[config.mk]
export PLATFORM = sky130hd
export DESIGN_NAME = sesc_top
export DESIGN_NICKNAME = d
export VERILOG_FILES = /design/src/pkg/sesc_pkg.sv /design/src/hdl/sesc_pin_sync.sv /design/src/hdl/sesc_top.sv
export SDC_FILE = /design/constraint.sdc
export NUM_CORES = 1
export LEC_CHECK = 0
export BUFFER_PORTS_ARGS = -buffer_cell sky130_fd_sc_hd__buf_4
export CORE_ASPECT_RATIO = 0.6
export CORE_UTILIZATION = 54
export CTS_CLUSTER_SIZE = 14
export DETAILED_ROUTE_END_ITERATION = 16
export PLACE_DENSITY = 0.74
export SYNTH_ARGS = -nofsm -noshare
export SYNTH_HDL_FRONTEND = slang
export SYNTH_HIERARCHICAL = 1
export SYNTH_SLANG_ARGS = --single-unit
[constraint.sdc]
create_clock -name clock -period 3.3 [get_ports clock]
set_clock_uncertainty 0.2 [all_clocks]
set_input_delay 0.165 -clock clock [delete_from_list [all_inputs] [get_ports clock]]
set_output_delay 0.165 -clock clock [all_outputs]
set_load 0.02 [all_outputs]
[src/pkg/sesc_pkg.sv]
// Package: register map, field positions and timing constants for the supply enable sequencer
package sesc_pkg;
    // Register map
    localparam logic [7:0] SESC_CFG_ADDR = 8'h2C;
    localparam logic [7:0] SESC_STATUS_ADDR = 8'h2D;
    localparam logic [7:0] SESC_CFG_RESET = 8'h00;
    // Field positions
    localparam int SESC_SRC_HI = 7;
    localparam int SESC_SRC_LO = 6;
    localparam int SESC_SW_EN_BIT = 5;
    localparam int SESC_DLY_HI = 4;
    localparam int SESC_DLY_LO = 3;
    localparam int SESC_SOFT_STOP_BIT = 2;
    localparam int SESC_RAMP_HI = 1;
    localparam int SESC_RAMP_LO = 0;
    // Enable source codes
    localparam logic [1:0] SESC_SRC_ALWAYS = 2'h0;
    localparam logic [1:0] SESC_SRC_PIN = 2'h1;
    localparam logic [1:0] SESC_SRC_SW = 2'h2;
    localparam logic [1:0] SESC_SRC_BOTH = 2'h3;
    // Clock and times
    localparam longint SESC_CLK_HZ = 25000000;
    localparam longint SESC_DLY_0_MS = 0;
    localparam longint SESC_DLY_1_MS = 500;
    localparam longint SESC_DLY_2_MS = 1000;
    localparam longint SESC_DLY_3_MS = 2000;
    localparam longint SESC_RAMP_0_US = 360;
    localparam longint SESC_RAMP_1_US = 10000;
    localparam longint SESC_RAMP_2_US = 20000;
    localparam longint SESC_RAMP_3_US = 40000;
    // Cycle counts (least times round up)
    localparam longint SESC_DLY_1_CYC = (SESC_DLY_1_MS * SESC_CLK_HZ + 999) / 1000;
    localparam longint SESC_DLY_2_CYC = (SESC_DLY_2_MS * SESC_CLK_HZ + 999) / 1000;
    localparam longint SESC_DLY_3_CYC = (SESC_DLY_3_MS * SESC_CLK_HZ + 999) / 1000;
    localparam longint SESC_RAMP_0_CYC = (SESC_RAMP_0_US * SESC_CLK_HZ + 999999) / 1000000;
    localparam longint SESC_RAMP_1_CYC = (SESC_RAMP_1_US * SESC_CLK_HZ + 999999) / 1000000;
    localparam longint SESC_RAMP_2_CYC = (SESC_RAMP_2_US * SESC_CLK_HZ + 999999) / 1000000;
    localparam longint SESC_RAMP_3_CYC = (SESC_RAMP_3_US * SESC_CLK_HZ + 999999) / 1000000;
    localparam int SESC_CNT_W = 26;
    localparam int SESC_SYNC_STAGES = 3;
    // Sequencer states
    typedef enum logic [2:0] {SESC_OFF, SESC_WAIT, SESC_RAMP_UP, SESC_ON, SESC_RAMP_DOWN} sesc_state_t;
endpackage : sesc_pkg

[src/hdl/sesc_pin_sync.sv]
// Three-stage synchroniser for the hardware enable pin
`timescale 1ns/1ps
module sesc_pin_sync #(
    parameter int STAGES = 3
) (
    input wire logic clock,
    input wire logic resetn,
    input wire logic pin_in,
    output logic pin_out
);
    logic [STAGES-1:0] sync_reg;
    logic level_reg;
    // Shift chain; first stage read only by the second
    always_ff @(posedge clock or negedge resetn) begin
        if (!resetn) begin
            sync_reg <= '0;
        end else begin
            sync_reg <= {sync_reg[STAGES-2:0], pin_in};
        end
    end
    // Accept a change only once the last two stages agree
    always_ff @(posedge clock or negedge resetn) begin
        if (!resetn) begin
            level_reg <= 1'b0;
        end else if (sync_reg[STAGES-1] == sync_reg[STAGES-2]) begin
            level_reg <= sync_reg[STAGES-1];
        end
    end
    assign pin_out = level_reg;
endmodule : sesc_pin_sync

[src/hdl/sesc_top.sv]
// Supply enable source select, enable delay and soft start / soft stop sequencer
// Notes on behaviour
// - Bits 7:6 choose enable source; 00 always on
// - Code 01: hardware pin alone enables supply
// - Code 10: software bit 5 alone enables
// - Code 11: pin and software bit both needed
// - Delay field gives 0, 0.5, 1, 2 s
// - Soft stop applies to every shutdown, faults too
// - Ramp-down lasts the programmed soft-start time
// - Without soft stop, outputs cut off at once
// - Ramp field: 360 us, 10, 20, 40 ms
//
// Our own choice: the address-and-strobe port.
`timescale 1ns/1ps
module sesc_top #(
    parameter longint DLY_1_CYC = sesc_pkg::SESC_DLY_1_CYC,
    parameter longint DLY_2_CYC = sesc_pkg::SESC_DLY_2_CYC,
    parameter longint DLY_3_CYC = sesc_pkg::SESC_DLY_3_CYC,
    parameter longint RAMP_0_CYC = sesc_pkg::SESC_RAMP_0_CYC,
    parameter longint RAMP_1_CYC = sesc_pkg::SESC_RAMP_1_CYC,
    parameter longint RAMP_2_CYC = sesc_pkg::SESC_RAMP_2_CYC,
    parameter longint RAMP_3_CYC = sesc_pkg::SESC_RAMP_3_CYC
) (
    input wire logic clock,
    input wire logic resetn,
    input wire logic [7:0] reg_addr,
    input wire logic [7:0] reg_wdata,
    input wire logic reg_wr,
    input wire logic reg_rd,
    output logic [7:0] reg_rdata,
    input wire logic hardware_enable_pin,
    input wire logic fault_shutdown,
    output logic pwm_enable,
    output logic ramp_up,
    output logic ramp_down,
    output logic supply_running
);
    localparam int W = sesc_pkg::SESC_CNT_W;

    // ----------------------------------------
    // Pin synchroniser
    // ----------------------------------------
    logic pin_level;
    sesc_pin_sync #(.STAGES(sesc_pkg::SESC_SYNC_STAGES)) u_pin_sync (
        .clock(clock),
        .resetn(resetn),
        .pin_in(hardware_enable_pin),
        .pin_out(pin_level)
    );

    // ----------------------------------------
    // Register port
    // ----------------------------------------
    logic [7:0] cfg_reg;
    logic [7:0] rdata_reg;
    sesc_pkg::sesc_state_t state_reg, state_next;
    wire cfg_hit = reg_addr == sesc_pkg::SESC_CFG_ADDR;
    wire status_hit = reg_addr == sesc_pkg::SESC_STATUS_ADDR;
    wire [7:0] status_word = {3'h0, pin_level, 1'b0, state_reg};
    wire [7:0] rd_mux = cfg_hit ? cfg_reg : (status_hit ? status_word : 8'h00);
    // Config write; unmapped writes are dropped
    always_ff @(posedge clock or negedge resetn) begin
        if (!resetn) begin
            cfg_reg <= sesc_pkg::SESC_CFG_RESET;
        end else if (reg_wr && cfg_hit) begin
            cfg_reg <= reg_wdata;
        end
    end
    // Read data valid only in the cycle after the strobe
    always_ff @(posedge clock or negedge resetn) begin
        if (!resetn) begin
            rdata_reg <= 8'h00;
        end else begin
            rdata_reg <= reg_rd ? rd_mux : 8'h00;
        end
    end
    assign reg_rdata = rdata_reg;

    // ----------------------------------------
    // Effective enable selection
    // ----------------------------------------
    wire [1:0] src_sel = cfg_reg[sesc_pkg::SESC_SRC_HI:sesc_pkg::SESC_SRC_LO];
    wire sw_en = cfg_reg[sesc_pkg::SESC_SW_EN_BIT];
    wire [1:0] dly_sel = cfg_reg[sesc_pkg::SESC_DLY_HI:sesc_pkg::SESC_DLY_LO];
    wire soft_stop_en = cfg_reg[sesc_pkg::SESC_SOFT_STOP_BIT];
    wire [1:0] ramp_sel = cfg_reg[sesc_pkg::SESC_RAMP_HI:sesc_pkg::SESC_RAMP_LO];
    wire en_always = src_sel == sesc_pkg::SESC_SRC_ALWAYS;
    wire en_pin = (src_sel == sesc_pkg::SESC_SRC_PIN) && pin_level;
    wire en_sw = (src_sel == sesc_pkg::SESC_SRC_SW) && sw_en;
    wire en_both = (src_sel == sesc_pkg::SESC_SRC_BOTH) && sw_en && pin_level;
    // A fault forces shutdown regardless of source
    wire eff_enable = (en_always || en_pin || en_sw || en_both) && !fault_shutdown;

    // ----------------------------------------
    // Delay and ramp lengths
    // ----------------------------------------
    // Delay code 00 means soft start begins on the second edge after enable, after one cycle in WAIT
    wire [W-1:0] dly_cycles = (dly_sel == 2'h1) ? W'(DLY_1_CYC) :
                              (dly_sel == 2'h2) ? W'(DLY_2_CYC) :
                              (dly_sel == 2'h3) ? W'(DLY_3_CYC) : W'(0);
    wire [W-1:0] ramp_cycles = (ramp_sel == 2'h1) ? W'(RAMP_1_CYC) :
                               (ramp_sel == 2'h2) ? W'(RAMP_2_CYC) :
                               (ramp_sel == 2'h3) ? W'(RAMP_3_CYC) : W'(RAMP_0_CYC);

    // ----------------------------------------
    // Sequencer
    // ----------------------------------------
    logic [W-1:0] cnt_reg, cnt_next;
    wire cnt_done = cnt_reg >= dly_cycles;
    wire ramp_done = cnt_reg + W'(1) >= ramp_cycles;
    // Next state; ramp lengths are read live so a change mid-ramp takes effect at once
    always_comb begin
        state_next = state_reg;
        cnt_next = cnt_reg + W'(1);
        unique case (state_reg)
            sesc_pkg::SESC_OFF: begin
                cnt_next = '0;
                if (eff_enable) begin
                    state_next = sesc_pkg::SESC_WAIT;
                end
            end
            sesc_pkg::SESC_WAIT: begin
                if (!eff_enable) begin
                    state_next = sesc_pkg::SESC_OFF;
                    cnt_next = '0;
                end else if (cnt_done) begin
                    state_next = sesc_pkg::SESC_RAMP_UP;
                    cnt_next = '0;
                end
            end
            sesc_pkg::SESC_RAMP_UP, sesc_pkg::SESC_ON: begin
                if (!eff_enable) begin
                    // Shutdown path, fault-driven ones included
                    state_next = soft_stop_en ? sesc_pkg::SESC_RAMP_DOWN : sesc_pkg::SESC_OFF;
                    cnt_next = '0;
                end else if (state_reg == sesc_pkg::SESC_RAMP_UP && ramp_done) begin
                    state_next = sesc_pkg::SESC_ON;
                    cnt_next = '0;
                end else if (state_reg == sesc_pkg::SESC_ON) begin
                    cnt_next = '0;
                end
            end
            sesc_pkg::SESC_RAMP_DOWN: begin
                // Ramp down completes even if enable returns; avoids a half-ramped restart
                if (ramp_done) begin
                    state_next = sesc_pkg::SESC_OFF;
                    cnt_next = '0;
                end
            end
            default: begin
                state_next = sesc_pkg::SESC_OFF;
                cnt_next = '0;
            end
        endcase
    end
    // State and counter
    always_ff @(posedge clock or negedge resetn) begin
        if (!resetn) begin
            state_reg <= sesc_pkg::SESC_OFF;
            cnt_reg <= '0;
        end else begin
            state_reg <= state_next;
            cnt_reg <= cnt_next;
        end
    end

    // ----------------------------------------
    // Outputs from flip-flops
    // ----------------------------------------
    logic pwm_reg, up_reg, down_reg, run_reg;
    always_ff @(posedge clock or negedge resetn) begin
        if (!resetn) begin
            pwm_reg <= 1'b0;
            up_reg <= 1'b0;
            down_reg <= 1'b0;
            run_reg <= 1'b0;
        end else begin
            pwm_reg <= state_next inside {sesc_pkg::SESC_RAMP_UP, sesc_pkg::SESC_ON, sesc_pkg::SESC_RAMP_DOWN};
            up_reg <= state_next == sesc_pkg::SESC_RAMP_UP;
            down_reg <= state_next == sesc_pkg::SESC_RAMP_DOWN;
            run_reg <= state_next == sesc_pkg::SESC_ON;
        end
    end
    assign pwm_enable = pwm_reg;
    assign ramp_up = up_reg;
    assign ramp_down = down_reg;
    assign supply_running = run_reg;

    // ----------------------------------------
    // Checks
    // ----------------------------------------
    chk_hard_stop_cut: assert property (@(posedge clock) disable iff (!resetn)
        (state_reg inside {sesc_pkg::SESC_RAMP_UP, sesc_pkg::SESC_ON}) && !eff_enable && !soft_stop_en
        |=> !pwm_enable && state_reg == sesc_pkg::SESC_OFF) else $error("hard stop did not cut outputs");
    chk_soft_stop_ramp: assert property (@(posedge clock) disable iff (!resetn)
        (state_reg inside {sesc_pkg::SESC_RAMP_UP, sesc_pkg::SESC_ON}) && !eff_enable && soft_stop_en
        |=> ramp_down && pwm_enable) else $error("soft stop ramp missing");
    chk_down_length: assert property (@(posedge clock) disable iff (!resetn)
        state_reg == sesc_pkg::SESC_RAMP_DOWN |-> cnt_reg < ramp_cycles) else $error("ramp down too long");
    chk_wait_cancel: assert property (@(posedge clock) disable iff (!resetn)
        state_reg == sesc_pkg::SESC_WAIT && !eff_enable |=> state_reg == sesc_pkg::SESC_OFF)
        else $error("pending start not cancelled");
    chk_delay_min: assert property (@(posedge clock) disable iff (!resetn)
        state_reg == sesc_pkg::SESC_WAIT && state_next == sesc_pkg::SESC_RAMP_UP |-> cnt_reg >= dly_cycles)
        else $error("soft start began early");
    chk_always_on: assert property (@(posedge clock) disable iff (!resetn)
        src_sel == sesc_pkg::SESC_SRC_ALWAYS && !fault_shutdown |-> eff_enable) else $error("always-on lost");
    chk_pin_source: assert property (@(posedge clock) disable iff (!resetn)
        src_sel == sesc_pkg::SESC_SRC_PIN && !fault_shutdown |-> eff_enable == pin_level)
        else $error("pin source wrong");
    chk_sw_source: assert property (@(posedge clock) disable iff (!resetn)
        src_sel == sesc_pkg::SESC_SRC_SW && !fault_shutdown |-> eff_enable == sw_en) else $error("sw source wrong");
    chk_both_source: assert property (@(posedge clock) disable iff (!resetn)
        src_sel == sesc_pkg::SESC_SRC_BOTH && (!sw_en || !pin_level) |-> !eff_enable) else $error("and source wrong");
    chk_ramp_length: assert property (@(posedge clock) disable iff (!resetn)
        state_reg == sesc_pkg::SESC_RAMP_UP |-> cnt_reg < ramp_cycles) else $error("ramp up too long");
    chk_run_shutdown: assert property (@(posedge clock) disable iff (!resetn)
        state_reg == sesc_pkg::SESC_ON && !eff_enable |=> !supply_running) else $error("no shutdown on drop");
    cov_start: cover property (@(posedge clock) disable iff (!resetn)
        state_reg == sesc_pkg::SESC_RAMP_UP ##1 state_reg == sesc_pkg::SESC_ON);
    cov_soft_stop: cover property (@(posedge clock) disable iff (!resetn)
        state_reg == sesc_pkg::SESC_RAMP_DOWN ##1 state_reg == sesc_pkg::SESC_OFF);
    cov_cancel: cover property (@(posedge clock) disable iff (!resetn)
        state_reg == sesc_pkg::SESC_WAIT ##1 state_reg == sesc_pkg::SESC_OFF);
    cov_fault_stop: cover property (@(posedge clock) disable iff (!resetn)
        state_reg == sesc_pkg::SESC_ON && fault_shutdown && soft_stop_en);
endmodule : sesc_top

======== Yosys cells after proc, flatten, opt, wreduce, memory -nomap -nowiden ========
Cells that the tools add are included.
cells by class
  $add $sub $neg .......................... 1
  $lt $le $gt $ge ......................... 2
  equality and inequality tests ........... 19
  muxes and demuxes ....................... 24
  reductions and logical operators ........ 15
operator list
  cell                   count
  $mux 26                9
  $pmux 26 s3            1
  $mux 20                3
  $add 26x1->26 const B  1
  $ge 26x20->1           1
  $ge 26x26->1           1
  $mux 3                 7
  $eq 8x6->1 const B     2
  $mux 8                 2
  $eq 2x2->1 const B     6
  $eq 3x2->1 const B     4
  $pmux 3 s4             1
  $logic_and 1x1->1      7
  $eq 2x1->1 const B     3
  $eq 3x3->1 const B     2
  $mux 5                 1
  $eq 3x1->1 const B     1
  $logic_not 3->1        1
  $logic_or 1x1->1       3
  $reduce_bool 3->1      1
  $logic_not 2->1        1
  $reduce_or 2->1        1
  $eq 1x1->1             1
  $logic_not 1->1        1
storage, ports and cells
  register bits after elaboration ......... 53
  input port bits ......................... 22
  output and inout port bits .............. 12

======== Depth between registers and ports, before layout ========
Gate-level depths: netlist of run 1.
  depth after elaboration ................. 11
  gate-level depth with buffers ........... 16
  depth with buffers taken out ............ 15

======== Hierarchy ========
Netlist of run 1, hierarchy kept.
modules (own cells, without submodules)
  module         times used  cells each  area an instance (µm²)  sequential area each (µm²)
  sesc_top       1           359         3319.4                  1226.2
  sesc_pin_sync  1           5           111.4                   100.1

======== Worst setup path before layout of run 1 ========
OpenSTA, ideal clock, no wires.
  path type ............................... flip-flop to flip-flop
  start point ............................. reg cnt_reg[0]
  end point ............................... reg cnt_reg[1]
  arrival time ............................ 2.986 ns
  data required time ...................... 3.027 ns
  slack ................................... 0.041 ns
  stages on the path, launching flop included .. 17
  path buffers ............................ 1
  cells stage by stage .................... dfrtp_1 -> ha_1 -> nand3_1 -> or3_4 -> nor2_1 -> and3_1 -> xnor2_1 -> inv_1 -> ha_1 -> nand4_1 -> nor2_1 -> a211oi_1 -> o2111ai_1 -> a211oi_2 -> a41oi_1 -> buf_2 -> nor2b_1
between the ends
  word-level cells in the longest chain between the ends .. 6
  elaborated cells on any way between the ends .. 11
  those cells by class .................... add/sub (1); order compare (2); mux (7); reduce/logical (1)
RTL lines
  what                    line                              text
  start, declared         sesc_top.sv:108                   logic [W-1:0] cnt_reg, cnt_next;
  start signal, assigned  sesc_top.sv:163                   cnt_reg <= cnt_next;
  $add 26x1->26           sesc_top.sv:110, sesc_top.sv:114
  $ge 26x20->1            sesc_top.sv:110                   wire ramp_done = cnt_reg + W'(1) >= ramp_cycles;
  $logic_and 1x1->1       sesc_top.sv:136                   end else if (state_reg == sesc_pkg::SESC_RAMP_UP && ramp_done) begin
  $mux 26                 sesc_top.sv:136
  $mux 26                 sesc_top.sv:132                   if (!eff_enable) begin
  $pmux 26 s3 *           sesc_top.sv:115                   unique case (state_reg)
  via cnt_next[1]         sesc_top.sv:108
The timed path passes the listed nets; every way through them passes the cells marked *.
A chain may end at the register's enable or synchronous reset.

======== Worst setup path in the final report of run 1 ========
  start point ............................. reg cnt_reg[0]
  end point ............................... reg cnt_reg[18]
Same word-level chain as after synthesis.

==> metrics, run 1 <==
YS warnings=6; multi-input logic area=about 2400 sq um; reg2reg start=cnt_reg[0]; Final HPWL DP=6700 microns; WP data arrival=approximately 3.6 ns; initial antenna violation count=0; Int Power=0.909 mW; worst vdd ir=248 uV; failing checks=setup timing; fin crit period=between 3 and 4 ns; crit path capture=cnt_reg[18]; Syn-to-layout area delta=42.9%; DIE WIDTH=approximately 100 microns; Syn Nets=~430; Area after DPL=~4000 sq um; vias in the first global route=between 3000 and 4000; CP Capture Type=flip-flop; GPL Wtd Cong=0.941; drt drc=0; Antenna Nets Post-Route=0; cell mode on critical path=buf_4; Synth Register Bits=53; Worst-Margin Slew=0.665 ns; Clock Path Buffers=2; Cell variety after synth=around 50; row count=22; first-pass GRT wire length=around 15000 microns; top-area cell type share of the netlist area=between 30% and 40%; Slowest-stage cell, CP=dfrtp_1; clock share of power=30.0%; stages on the worst setup path=18; CP Class=reg -> reg; status=complete, but fails checks; drt via density=between 5 and 6; sw frac=between 20% and 30%; DRC violation total after the first TritonRoute iteration=238; Max Transition Viols Final=0; register area=between 1000 and 1500 sq um; Switch Pwr=approximately 0.34 mW; Yosys top cell by area=dfrtp_1; crit share post-route=109%; GR Overflow Total=0; FF-to-FF End=cnt_reg[18]; Req. time, crit path=3.36 ns; non-filler instance count after layout=between 500 and 600; Nets=541; combinational share of power=between 15 and 20%; Syn Area/Cell=9.43 sq um; initial core utilization=between 50 and 60%; area of the die=6690 sq um; number of synthesized flops with an enable pin=0; WP buf/inv=6; Final Cell Area=slightly below 5000 sq um; leakage=approximately 2.4 nW; worst slack at placement=-0.438 ns; Finish-stage setup viols=26; ranking of synthesized cells by area=dfrtp_1 (39%), ha_1 (17%), nor2_1 (4.3%); via count=around 3100; power density cells=between 200 and 300 nW/um^2; final core utilization=80.2%; cells after synthesis=approximately 360; Fillers=~370; Pre-Repair DR Iteration Count=4; fraction of registers with async set or reset after synthesis=100%; Antenna Cells=0; CTS tree=yes; Synth Flop Type=dfrtp_1; Post-synth top cells=dfrtp_1 (53), ha_1 (46), nor2_1 (39); CTS clk-pin slew, worst paths=~0.1 ns; final hold violations=0; Root Buffer=clkbuf_8; port buffer count=33; flop2flop setup slack=-0.28 ns; setup TNS=-5.72 ns; worst-case reg-to-reg path depth=18; routed wire length=approximately 9800 microns; Post-Syn Area=3430 sq um; Clock Sinks=53; H-tree levels=2; number of max-cap violations=0; Crit path max-delay family=compound AO/OA/AOI/OAI gates; hold slack=between 0.09 and 0.1 ns; critical path fanouts, max=5; critical path startpoint=cnt_reg[0]; # IOs=34; Crit path largest cell delay=0.42 ns; crit-path cells=buf_6 > and2_4 > nand4_1 > nor2_1 > buf_4 > and3_4 > xnor2_4 > inv_2 > ha_4 > a21oi_4 > o21ai_2 > buf_4 > a311oi_2 > a21o_1 > buf_6 > a41oi_4 > buf_4 > nor2_1; register area share after synthesis=about two fifths; Min-Delay Path Class=in -> reg; max reg flops=26; fraction of layout instances using a drive strength above 1=a little under two fifths; Tot GR Track Use=roughly 30%; die height=63.7 microns; Slew HR=55.7%; RSZ-0062 raised after global routing=yes; PnR worst setup slack=-0.283 ns; total CTS buffers=5; max frequency=0.279 GHz; Worst setup SP type=flip-flop; largest net degree at the start of global routing=54; Placeable Area=roughly 6100 sq um; placed cells=around 520; later-pin clock latency in the skew report=roughly 0.32 ns; Tot Pwr=~1.3 mW; Seq pwr share=roughly 53%; count leader, synth=dfrtp_1; mean routed wirelength per cell=roughly 18 microns
-- power by group through the flow --
stage | clock (mW) | combinational (mW) | sequential (mW)
detailed placement | 0 | 0.166 | 0.680
global placement | 0 | 0.159 | 0.679
floorplan | 0 | 0.0799 | 0.678
finish | 0.376 | 0.211 | 0.667
CTS | 0.370 | 0.198 | 0.667
global route | 0.408 | 0.232 | 0.669
-- area by class of cell --
class | count | share of cell area, %
timing repair buffer | 108 | 17.6
tap | 84 | 2.14
sequential | 53 | 27.0
clock inverter | 2 | 0.306
inverter | 36 | 2.76
clock buffer | 6 | 1.48
multi-input combinational | 269 | 48.7
-- placed cells by master (no fill, tap or decap), drive strengths merged, types with 5 or more instances in the layout --
cell / instances
ha: 46
dlygate4sd3: 11
nor3: 6
and2: 6
nor2b: 5
buf: 97
and4: 5
xor2: 8
o21ai: 21
dfrtp: 53
inv: 36
and3: 9
nor2: 39
a21oi: 12
xnor2: 15
nand2: 23
nand3: 16
clkbuf: 6
nand4: 9
-- routing by layer --
layer	GRT usage [%]	part of all wire, %
met2	45.2	44
met4	5.81	1.2
met5	0	0
met1	43.8	48
met3	7.86	6.7
-- how the worst min path moves through the flow --
| stage | depth (start not counted) | slack [ns] | from | end |
|---|---|---|---|---|
| 5_1_grt | 3 | 0.10 | reg_addr[3] | reg_rdata[5] |
| 3_3_place_gp | 1 | 0.03 | resetn | cnt_reg[25] |
| 6_report | 3 | 0.09 | reg_addr[3] | reg_rdata[5] |
| 4_1_cts | 3 | 0.1 | reg_addr[3] | reg_rdata[5] |
| 3_5_place_dp | 1 | 0.04 | resetn | cnt_reg[24] |
| 2_1_floorplan | 0 | -0.33 | resetn | cfg_reg[0] |
-- kinds of logic (layout without fill, tap and decap cells) --
| family | Yosys count | after routing | share of synthesized area [%] |
|---|---|---|---|
| xor gates and xnor gates | 23 | 23 | 5.87 |
| AOI/OAI and AO/OA | 58 | 58 | 11.1 |
| DFF | 53 | 53 | 38.7 |
| muxes | 8 | 8 | 2.48 |
| adders and majority gates | 47 | 47 | 17.1 |
| buffers and inverters | 42 | 152 | 4.78 |
| and+or+nand+nor | 133 | 133 | 20.1 |
-- worst min-delay path: cells and delay by family --
kind,cells,cell delay (ns)
and+or+nand+nor,2,0.30
buffers and inverters,1,0.12
-- timing repair --
item                                    CTS  global route
hold buffers                             11             0
hold endpoints to repair                 64             0
cloned                                    1             1
pin swaps                                23            24
buffers inserted                          8             8
endpoints found under the setup margin   26            27
resized for setup                        49            42
Power figures use the tool's default switching activity.
==> run 2, diff against run 1 <==
- BUFFER_PORTS_ARGS: -buffer_cell sky130_fd_sc_hd__buf_4 -> unset
- CORE_UTILIZATION: 54 -> 55
- DONT_BUFFER_PORTS: unset -> 1
- PLACE_DENSITY: 0.74 -> 0.7
==> run 2 against run 1 <==
- the run still ends with setup timing left
- routed wire length shrank 3.7%
- die area decreased by 1.8%
- clock-buffer cell count shrank 1
- largest cell class unchanged
- largest power group unchanged
==> metrics, run 2 (synthesized netlist as in run 1, its figures left out) <==
Clock Path Buffers=2 (unchanged); critical path fanouts, max=6 (was 5); max reg flops=26 (unchanged); WP data arrival=3.56 ns (was 3.64 ns); die height=63.2 microns (was 63.7 microns); largest net degree at the start of global routing=54 (unchanged); FF-to-FF End=cnt_reg[1] (was cnt_reg[18]); CP Capture Type=flip-flop (unchanged); Worst-Margin Slew=0.527 ns (was 0.665 ns); H-tree levels=2 (unchanged); fin crit period=3.51 ns (was 3.58 ns); status=complete, but fails checks (unchanged); number of max-cap violations=0 (unchanged); drt via density=5.84 (was 5.57); max frequency=0.285 GHz (was 0.279 GHz); via count=2978 (was 3108); GR Overflow Total=0 (unchanged); vias in the first global route=2971 (was 3052); total CTS buffers=5 (unchanged); power density cells=271 nW/um^2 (was 256 nW/um^2); failing checks=setup timing (unchanged); row count=21 (was 22); Max Transition Viols Final=0 (unchanged); leakage=2.17 nW (was 2.38 nW); setup TNS=-4.00 ns (was -5.72 ns); hold_sp=reg_rd (was reg_addr[3]); PnR worst setup slack=-0.206 ns (was -0.283 ns); drt drc=0 (unchanged); first-pass GRT wire length=14600 microns (was 15100 microns); RSZ-0062 raised after global routing=yes (unchanged); Slowest-stage cell, CP=or4b_4 (was dfrtp_1); commonest non-fill, non-tap cell in the layout=dfrtp_1 (was buf_4); fraction of layout instances using a drive strength above 1=30.2% (was 37.8%); Area after DPL=3830 sq um (was 4120 sq um); final core utilization=78.7% (was 80.2%); DRC violation total after the first TritonRoute iteration=218 (was 238); final hold violations=0 (unchanged); Final Cell Area=4550 sq um (was 4900 sq um); CTS tree=yes (unchanged); Placeable Area=5780 sq um (was 6110 sq um); Nets=497 (was 541); crit-path cells=and2_4 > nand4_1 > buf_4 > buf_4 > xor2_2 > inv_1 > ha_1 > a21oi_2 > or4b_4 > a311oi_2 > a21o_1 > a41oi_4 > buf_6 > nor2b_1 (was buf_6 > and2_4 > nand4_1 > nor2_1 > buf_4 > and3_4 > xnor2_4 > inv_2 > ha_4 > a21oi_4 > o21ai_2 > buf_4 > a311oi_2 > a21o_1 > buf_6 > a41oi_4 > buf_4 > nor2_1); Hold EP=reg_rdata[2] (was reg_rdata[5]); CTS clk-pin slew, worst paths=0.10 ns (about the same); Crit path largest cell delay=0.48 ns (was 0.42 ns); Worst Hold Depth=2 (was 3); initial core utilization=59.4% (was 56.1%); GPL Wtd Cong=0.894 (was 0.941); routed wire length=9430 microns (was 9800 microns); worst-case reg-to-reg path depth=14 (was 18); flop2flop setup slack=-0.21 ns (was -0.28 ns); initial antenna violation count=0 (unchanged); critical path startpoint=cnt_reg[0] (unchanged); mean routed wirelength per cell=18.5 microns (was 17.6 microns); port buffer count=0 (was 33); Req. time, crit path=3.36 ns (about the same); Tot GR Track Use=29.1% (was 30.0%); Root Buffer=clkbuf_8 (unchanged); area of the die=6570 sq um (was 6690 sq um); Clock Sinks=53 (unchanged); Final HPWL DP=6290 microns (was 6700 microns); Tot Pwr=1.23 mW (was 1.25 mW); later-pin clock latency in the skew report=0.32 ns (about the same); DIE WIDTH=104 microns (was 105 microns); cell mode on critical path=buf_4 (unchanged); Antenna Cells=0 (unchanged); Worst setup SP type=flip-flop (unchanged); Finish-stage setup viols=25 (was 26); highest-count cells in the layout ignoring fill and taps=dfrtp_1 (52), buf_4 (45), ha_1 (39), inv_1 (35), nor2_1 (23) (was buf_4 (91), dfrtp_1 (53), ha_1 (36), inv_1 (32), nor2_1 (24)); worst vdd ir=223 uV (was 248 uV); crit share post-route=106% (was 109%); Min-Delay Path Class=in -> reg (unchanged); Syn-to-layout area delta=32.5% (was 42.9%); # IOs=34 (unchanged); reg2reg start=cnt_reg[0] (unchanged); Slew HR=64.5% (was 55.7%); Pre-Repair DR Iteration Count=4 (unchanged); CP Class=reg -> reg (unchanged); Antenna Nets Post-Route=0 (unchanged)
[run 2: cell count changes in the layout (fill, tap and decap cells not counted), sizes merged]
cell,previous run,this run
buf,97,51
clkinvlp,2,1
clkbuf,6,5
dlygate4sd3,11,13
clkinv,0,1
inv,36,37
[run 2: worst max-delay path: cells and delay by family (launching register included)]
family                     cells  cell delay, ns
DFF                            1            0.45
AOI/OAI and AO/OA              4            0.89
and+or+nand+nor                4            0.91
adders and majority gates      1            0.19
buffers and inverters          4            0.62
xor gates and xnor gates       1            0.18
[run 2: worst max path at each step]
stage / depth (start not counted) / slack (ns) / to
2_1_floorplan: 16 / 0.04 / cnt_reg[1]
3_3_place_gp: 14 / -0.16 / ramp_up
3_5_place_dp: 14 / -0.21 / cnt_reg[10]
4_1_cts: 16 / -0.11 / cnt_reg[1]
5_1_grt: 16 / -0.36 / cnt_reg[0]
6_report: 14 / -0.21 / cnt_reg[1]
[run 2: routing by layer]
layer	track usage, %	vias up	routed length [microns]
li1	-	1404	-
met1	41.9	1476	4500
met2	44.3	83	4210
met3	6.11	15	582
met4	8.57	0	136
met5	0	-	0
[run 2: power breakdown]
group | internal [mW] | switching [mW] | total, mW | leakage (nW)
Clock | 0.154 | 0.229 | 0.382 | 0.0447
Combinational | 0.0811 | 0.103 | 0.184 | 1.45
Sequential | 0.659 | 0.00843 | 0.667 | 0.677
Total | 0.893 | 0.340 | 1.23 | 2.17
[run 2: metrics by stage]
step / std cells / setup WS, ns / hold slack [ns]
3_3_place_gp: 482 / -0.162 / -0.329
6_report: 510 / -0.206 / 0.00827
4_1_cts: 507 / -0.114 / 0.00972
5_1_grt: 510 / -0.365 / 0.0279
2_1_floorplan: 364 / 0.0410 / -0.331
3_5_place_dp: 482 / -0.211 / -0.330
[run 2: layout make-up]
class                           instances  area (sq um)
Tap cell                               80           100
Multi-Input combinational cell        269          2340
Inverter                               36           135
Sequential cell                        53          1330
Clock inverter                          3          25.0
Clock buffer                            5          68.8
Fill cell                             380          1230
Timing Repair Buffer                   64           552
[run 2: timing repair]
item,4_1_cts,5_1_grt
setup endpoints to repair,26,27
resized for setup,38,44
pin swaps,24,22
cloned,2,1
hold buffers,14,0
endpoints found under the hold margin,70,0
buffers inserted,1,2
==> run 3, diff against run 2 <==
- clock period: 3.3 -> 3.38 ns (I/O delays scaled with it)
==> run 3 against run 2 <==
- critical endpoint is now cnt_reg[4]
- sequential share of layout area grew 0.85 points
- the flow still finishes with violations (setup timing)
- largest power group unchanged
- highest routed layer unchanged
- core utilization decreased by 2.1 points
- via count fell by 0.17%
==> metrics, run 3 (synthesized netlist as in run 1, its figures left out) <==
Crit path max-delay family=simple AND/OR/NAND/NOR gates (unchanged); final hold violations=0 (unchanged); die height=63.2 microns (unchanged); critical path fanouts, max=6 (unchanged); CP Class=reg -> reg (unchanged); GR Overflow Total=0 (unchanged); DIE WIDTH=104 microns (unchanged); fraction of layout instances using a drive strength above 1=25.8% (was 30.2%); GPL Wtd Cong=0.926 (was 0.894); WL met1=4380 microns (was 4500 microns); number of max-cap violations=0 (unchanged); DR WL met2=3860 microns (was 4210 microns); total CTS buffers=5 (unchanged); later-pin clock latency in the skew report=0.32 ns (about the same); cell mode on critical path=buf_4 (unchanged); Slowest-stage cell, CP=or4b_4 (unchanged); Tot GR Track Use=28.7% (was 29.1%); power density cells=271 nW/um^2 (about the same); Placeable Area=5780 sq um (unchanged); vias in the first global route=2900 (was 2971); Slew HR=64.5% (about the same); largest net degree at the start of global routing=54 (unchanged); max frequency=0.290 GHz (was 0.285 GHz); worst vdd ir=222 uV (was 223 uV); Syn-to-layout area delta=28.9% (was 32.5%); Worst setup SP type=flip-flop (unchanged); hold_sp=reg_wr (was reg_rd); Worst-Margin Slew=0.526 ns (was 0.527 ns); H-tree levels=2 (unchanged); FF-to-FF End=cnt_reg[4] (was cnt_reg[1]); # IOs=34 (unchanged); highest-count cells in the layout ignoring fill and taps=dfrtp_1 (51), buf_4 (43), ha_1 (40), inv_1 (33), nor2_1 (32) (was dfrtp_1 (52), buf_4 (45), ha_1 (39), inv_1 (35), nor2_1 (23)); hold slack=0.0351 ns (was 0.00827 ns); RSZ-0062 raised after global routing=yes (unchanged); Clock Sinks=53 (unchanged); drt drc=0 (unchanged); failing checks=setup timing (unchanged); Root Buffer=clkbuf_8 (unchanged); crit share post-route=102% (was 106%); WP buf/inv=4 (unchanged); commonest non-fill, non-tap cell in the layout=dfrtp_1 (unchanged); Req. time, crit path=3.43 ns (was 3.36 ns); leakage=2.15 nW (was 2.17 nW); row count=21 (unchanged); initial core utilization=59.4% (unchanged); first-pass GRT wire length=14600 microns (about the same); via count=2973 (was 2978); Clock Path Buffers=2 (unchanged); reg2reg start=cnt_reg[0] (unchanged); flop2flop setup slack=-0.07 ns (was -0.21 ns); mean routed wirelength per cell=17.6 microns (was 18.5 microns); Worst Hold Depth=2 (unchanged); Nets=497 (unchanged); CTS tree=yes (unchanged); Final Cell Area=4420 sq um (was 4550 sq um); worst-case reg-to-reg path depth=14 (unchanged); max reg flops=26 (unchanged); fin crit period=3.45 ns (was 3.51 ns); status=complete, but fails checks (unchanged); Pre-Repair DR Iteration Count=5 (was 4); PnR worst setup slack=-0.0719 ns (was -0.206 ns); Antenna Cells=0 (unchanged); Max Transition Viols Final=0 (unchanged); CP Capture Type=flip-flop (unchanged); crit-path cells=buf_4 > and2_4 > nand4_1 > buf_4 > xor2_1 > inv_1 > ha_1 > a21oi_1 > or4b_4 > a311oi_4 > a21o_1 > a41oi_4 > buf_2 > nor2_1 (was and2_4 > nand4_1 > buf_4 > buf_4 > xor2_2 > inv_1 > ha_1 > a21oi_2 > or4b_4 > a311oi_2 > a21o_1 > a41oi_4 > buf_6 > nor2b_1); Antenna Nets Post-Route=0 (unchanged); top layer reached by signal wires=met4 (unchanged); initial antenna violation count=0 (unchanged); Final HPWL DP=6170 microns (was 6290 microns); DRC violation total after the first TritonRoute iteration=284 (was 218); area of the die=6570 sq um (unchanged); Hold EP=cfg_reg[2] (was reg_rdata[2]); routed wire length=8970 microns (was 9430 microns); Finish-stage setup viols=22 (was 25); Crit path largest cell delay=0.51 ns (was 0.48 ns); met3 WL post-DR=581 microns (was 582 microns); WP data arrival=3.50 ns (was 3.56 ns); drt via density=5.83 (was 5.84); Min-Delay Path Class=in -> reg (unchanged); CTS clk-pin slew, worst paths=0.10 ns (about the same); Area after DPL=3740 sq um (was 3830 sq um); port buffer count=0 (unchanged)
run 3: worst register-to-register path: stages (launching register included):
cell,delay (ns)
dfrtp_1,0.41
buf_4,0.14
and2_4,0.17
nand4_1,0.13
buf_4,0.19
xor2_1,0.23
inv_1,0.07
ha_1,0.18
a21oi_1,0.18
or4b_4,0.51
a311oi_4,0.26
a21o_1,0.23
a41oi_4,0.18
buf_2,0.21
nor2_1,0.10
run 3: cell type report:
cell class              instances  area [sq um]
fillers                       394          1360
inverters                      36           135
clock inverters                 3          26.3
flip-flops and latches         53          1330
multi-input cells             269          2210
repair buffers                 64           549
clock buffers                   5          68.8
well taps                      80           100
run 3: report_power, final:
group,switching [mW],internal (mW),leakage (nW)
registers,0.00813,0.643,0.675
clock network,0.224,0.151,0.0423
logic,0.0988,0.0741,1.43
run 3: metal layers:
| layer | vias up | global-route usage, % |
|---|---|---|
| met5 | - | 0 |
| met2 | 114 | 42.0 |
| met4 | 0 | 9.29 |
| met1 | 1443 | 43.1 |
| li1 | 1397 | - |
| met3 | 19 | 4.76 |
run 3: timing repair:
action,4_1_cts,5_1_grt
gates cloned,3,0
hold endpoints to repair,70,0
gates resized for setup,35,24
endpoints found under the setup margin,26,26
pin swaps,18,15
hold buffers,17,0
buffers inserted,8,4
run 3: worst max-delay path by stage:
| stage | from | cells after the start | slack (ns) | endpoint |
|---|---|---|---|---|
| after global routing | cnt_reg[1] | 17 | -0.20 | cnt_reg[1] |
| after CTS | cnt_reg[1] | 16 | -0.009 | cnt_reg[8] |
| after detailed placement | cnt_reg[1] | 13 | -0.16 | ramp_up |
| final | cnt_reg[0] | 14 | -0.07 | cnt_reg[4] |
| after floorplan | cnt_reg[0] | 16 | 0.12 | cnt_reg[1] |
| after global placement | cnt_reg[0] | 14 | -0.15 | ramp_up |
run 3: metrics by stage:
step | TNS (ns) | util (%) | power (mW) | instances | worst slack, ns
after global routing | -3.95 | 76.5 | 1.25 | 510 | -0.199
final | -0.811 | 76.5 | 1.20 | 510 | -0.0719
after global placement | -2.71 | 64.7 | 0.778 | 470 | -0.147
after detailed placement | -3.10 | 64.7 | 0.785 | 470 | -0.163
after floorplan | 0 | - | 0.740 | 364 | 0.121
after CTS | -0.0441 | 74.1 | 1.20 | 506 | -0.00946
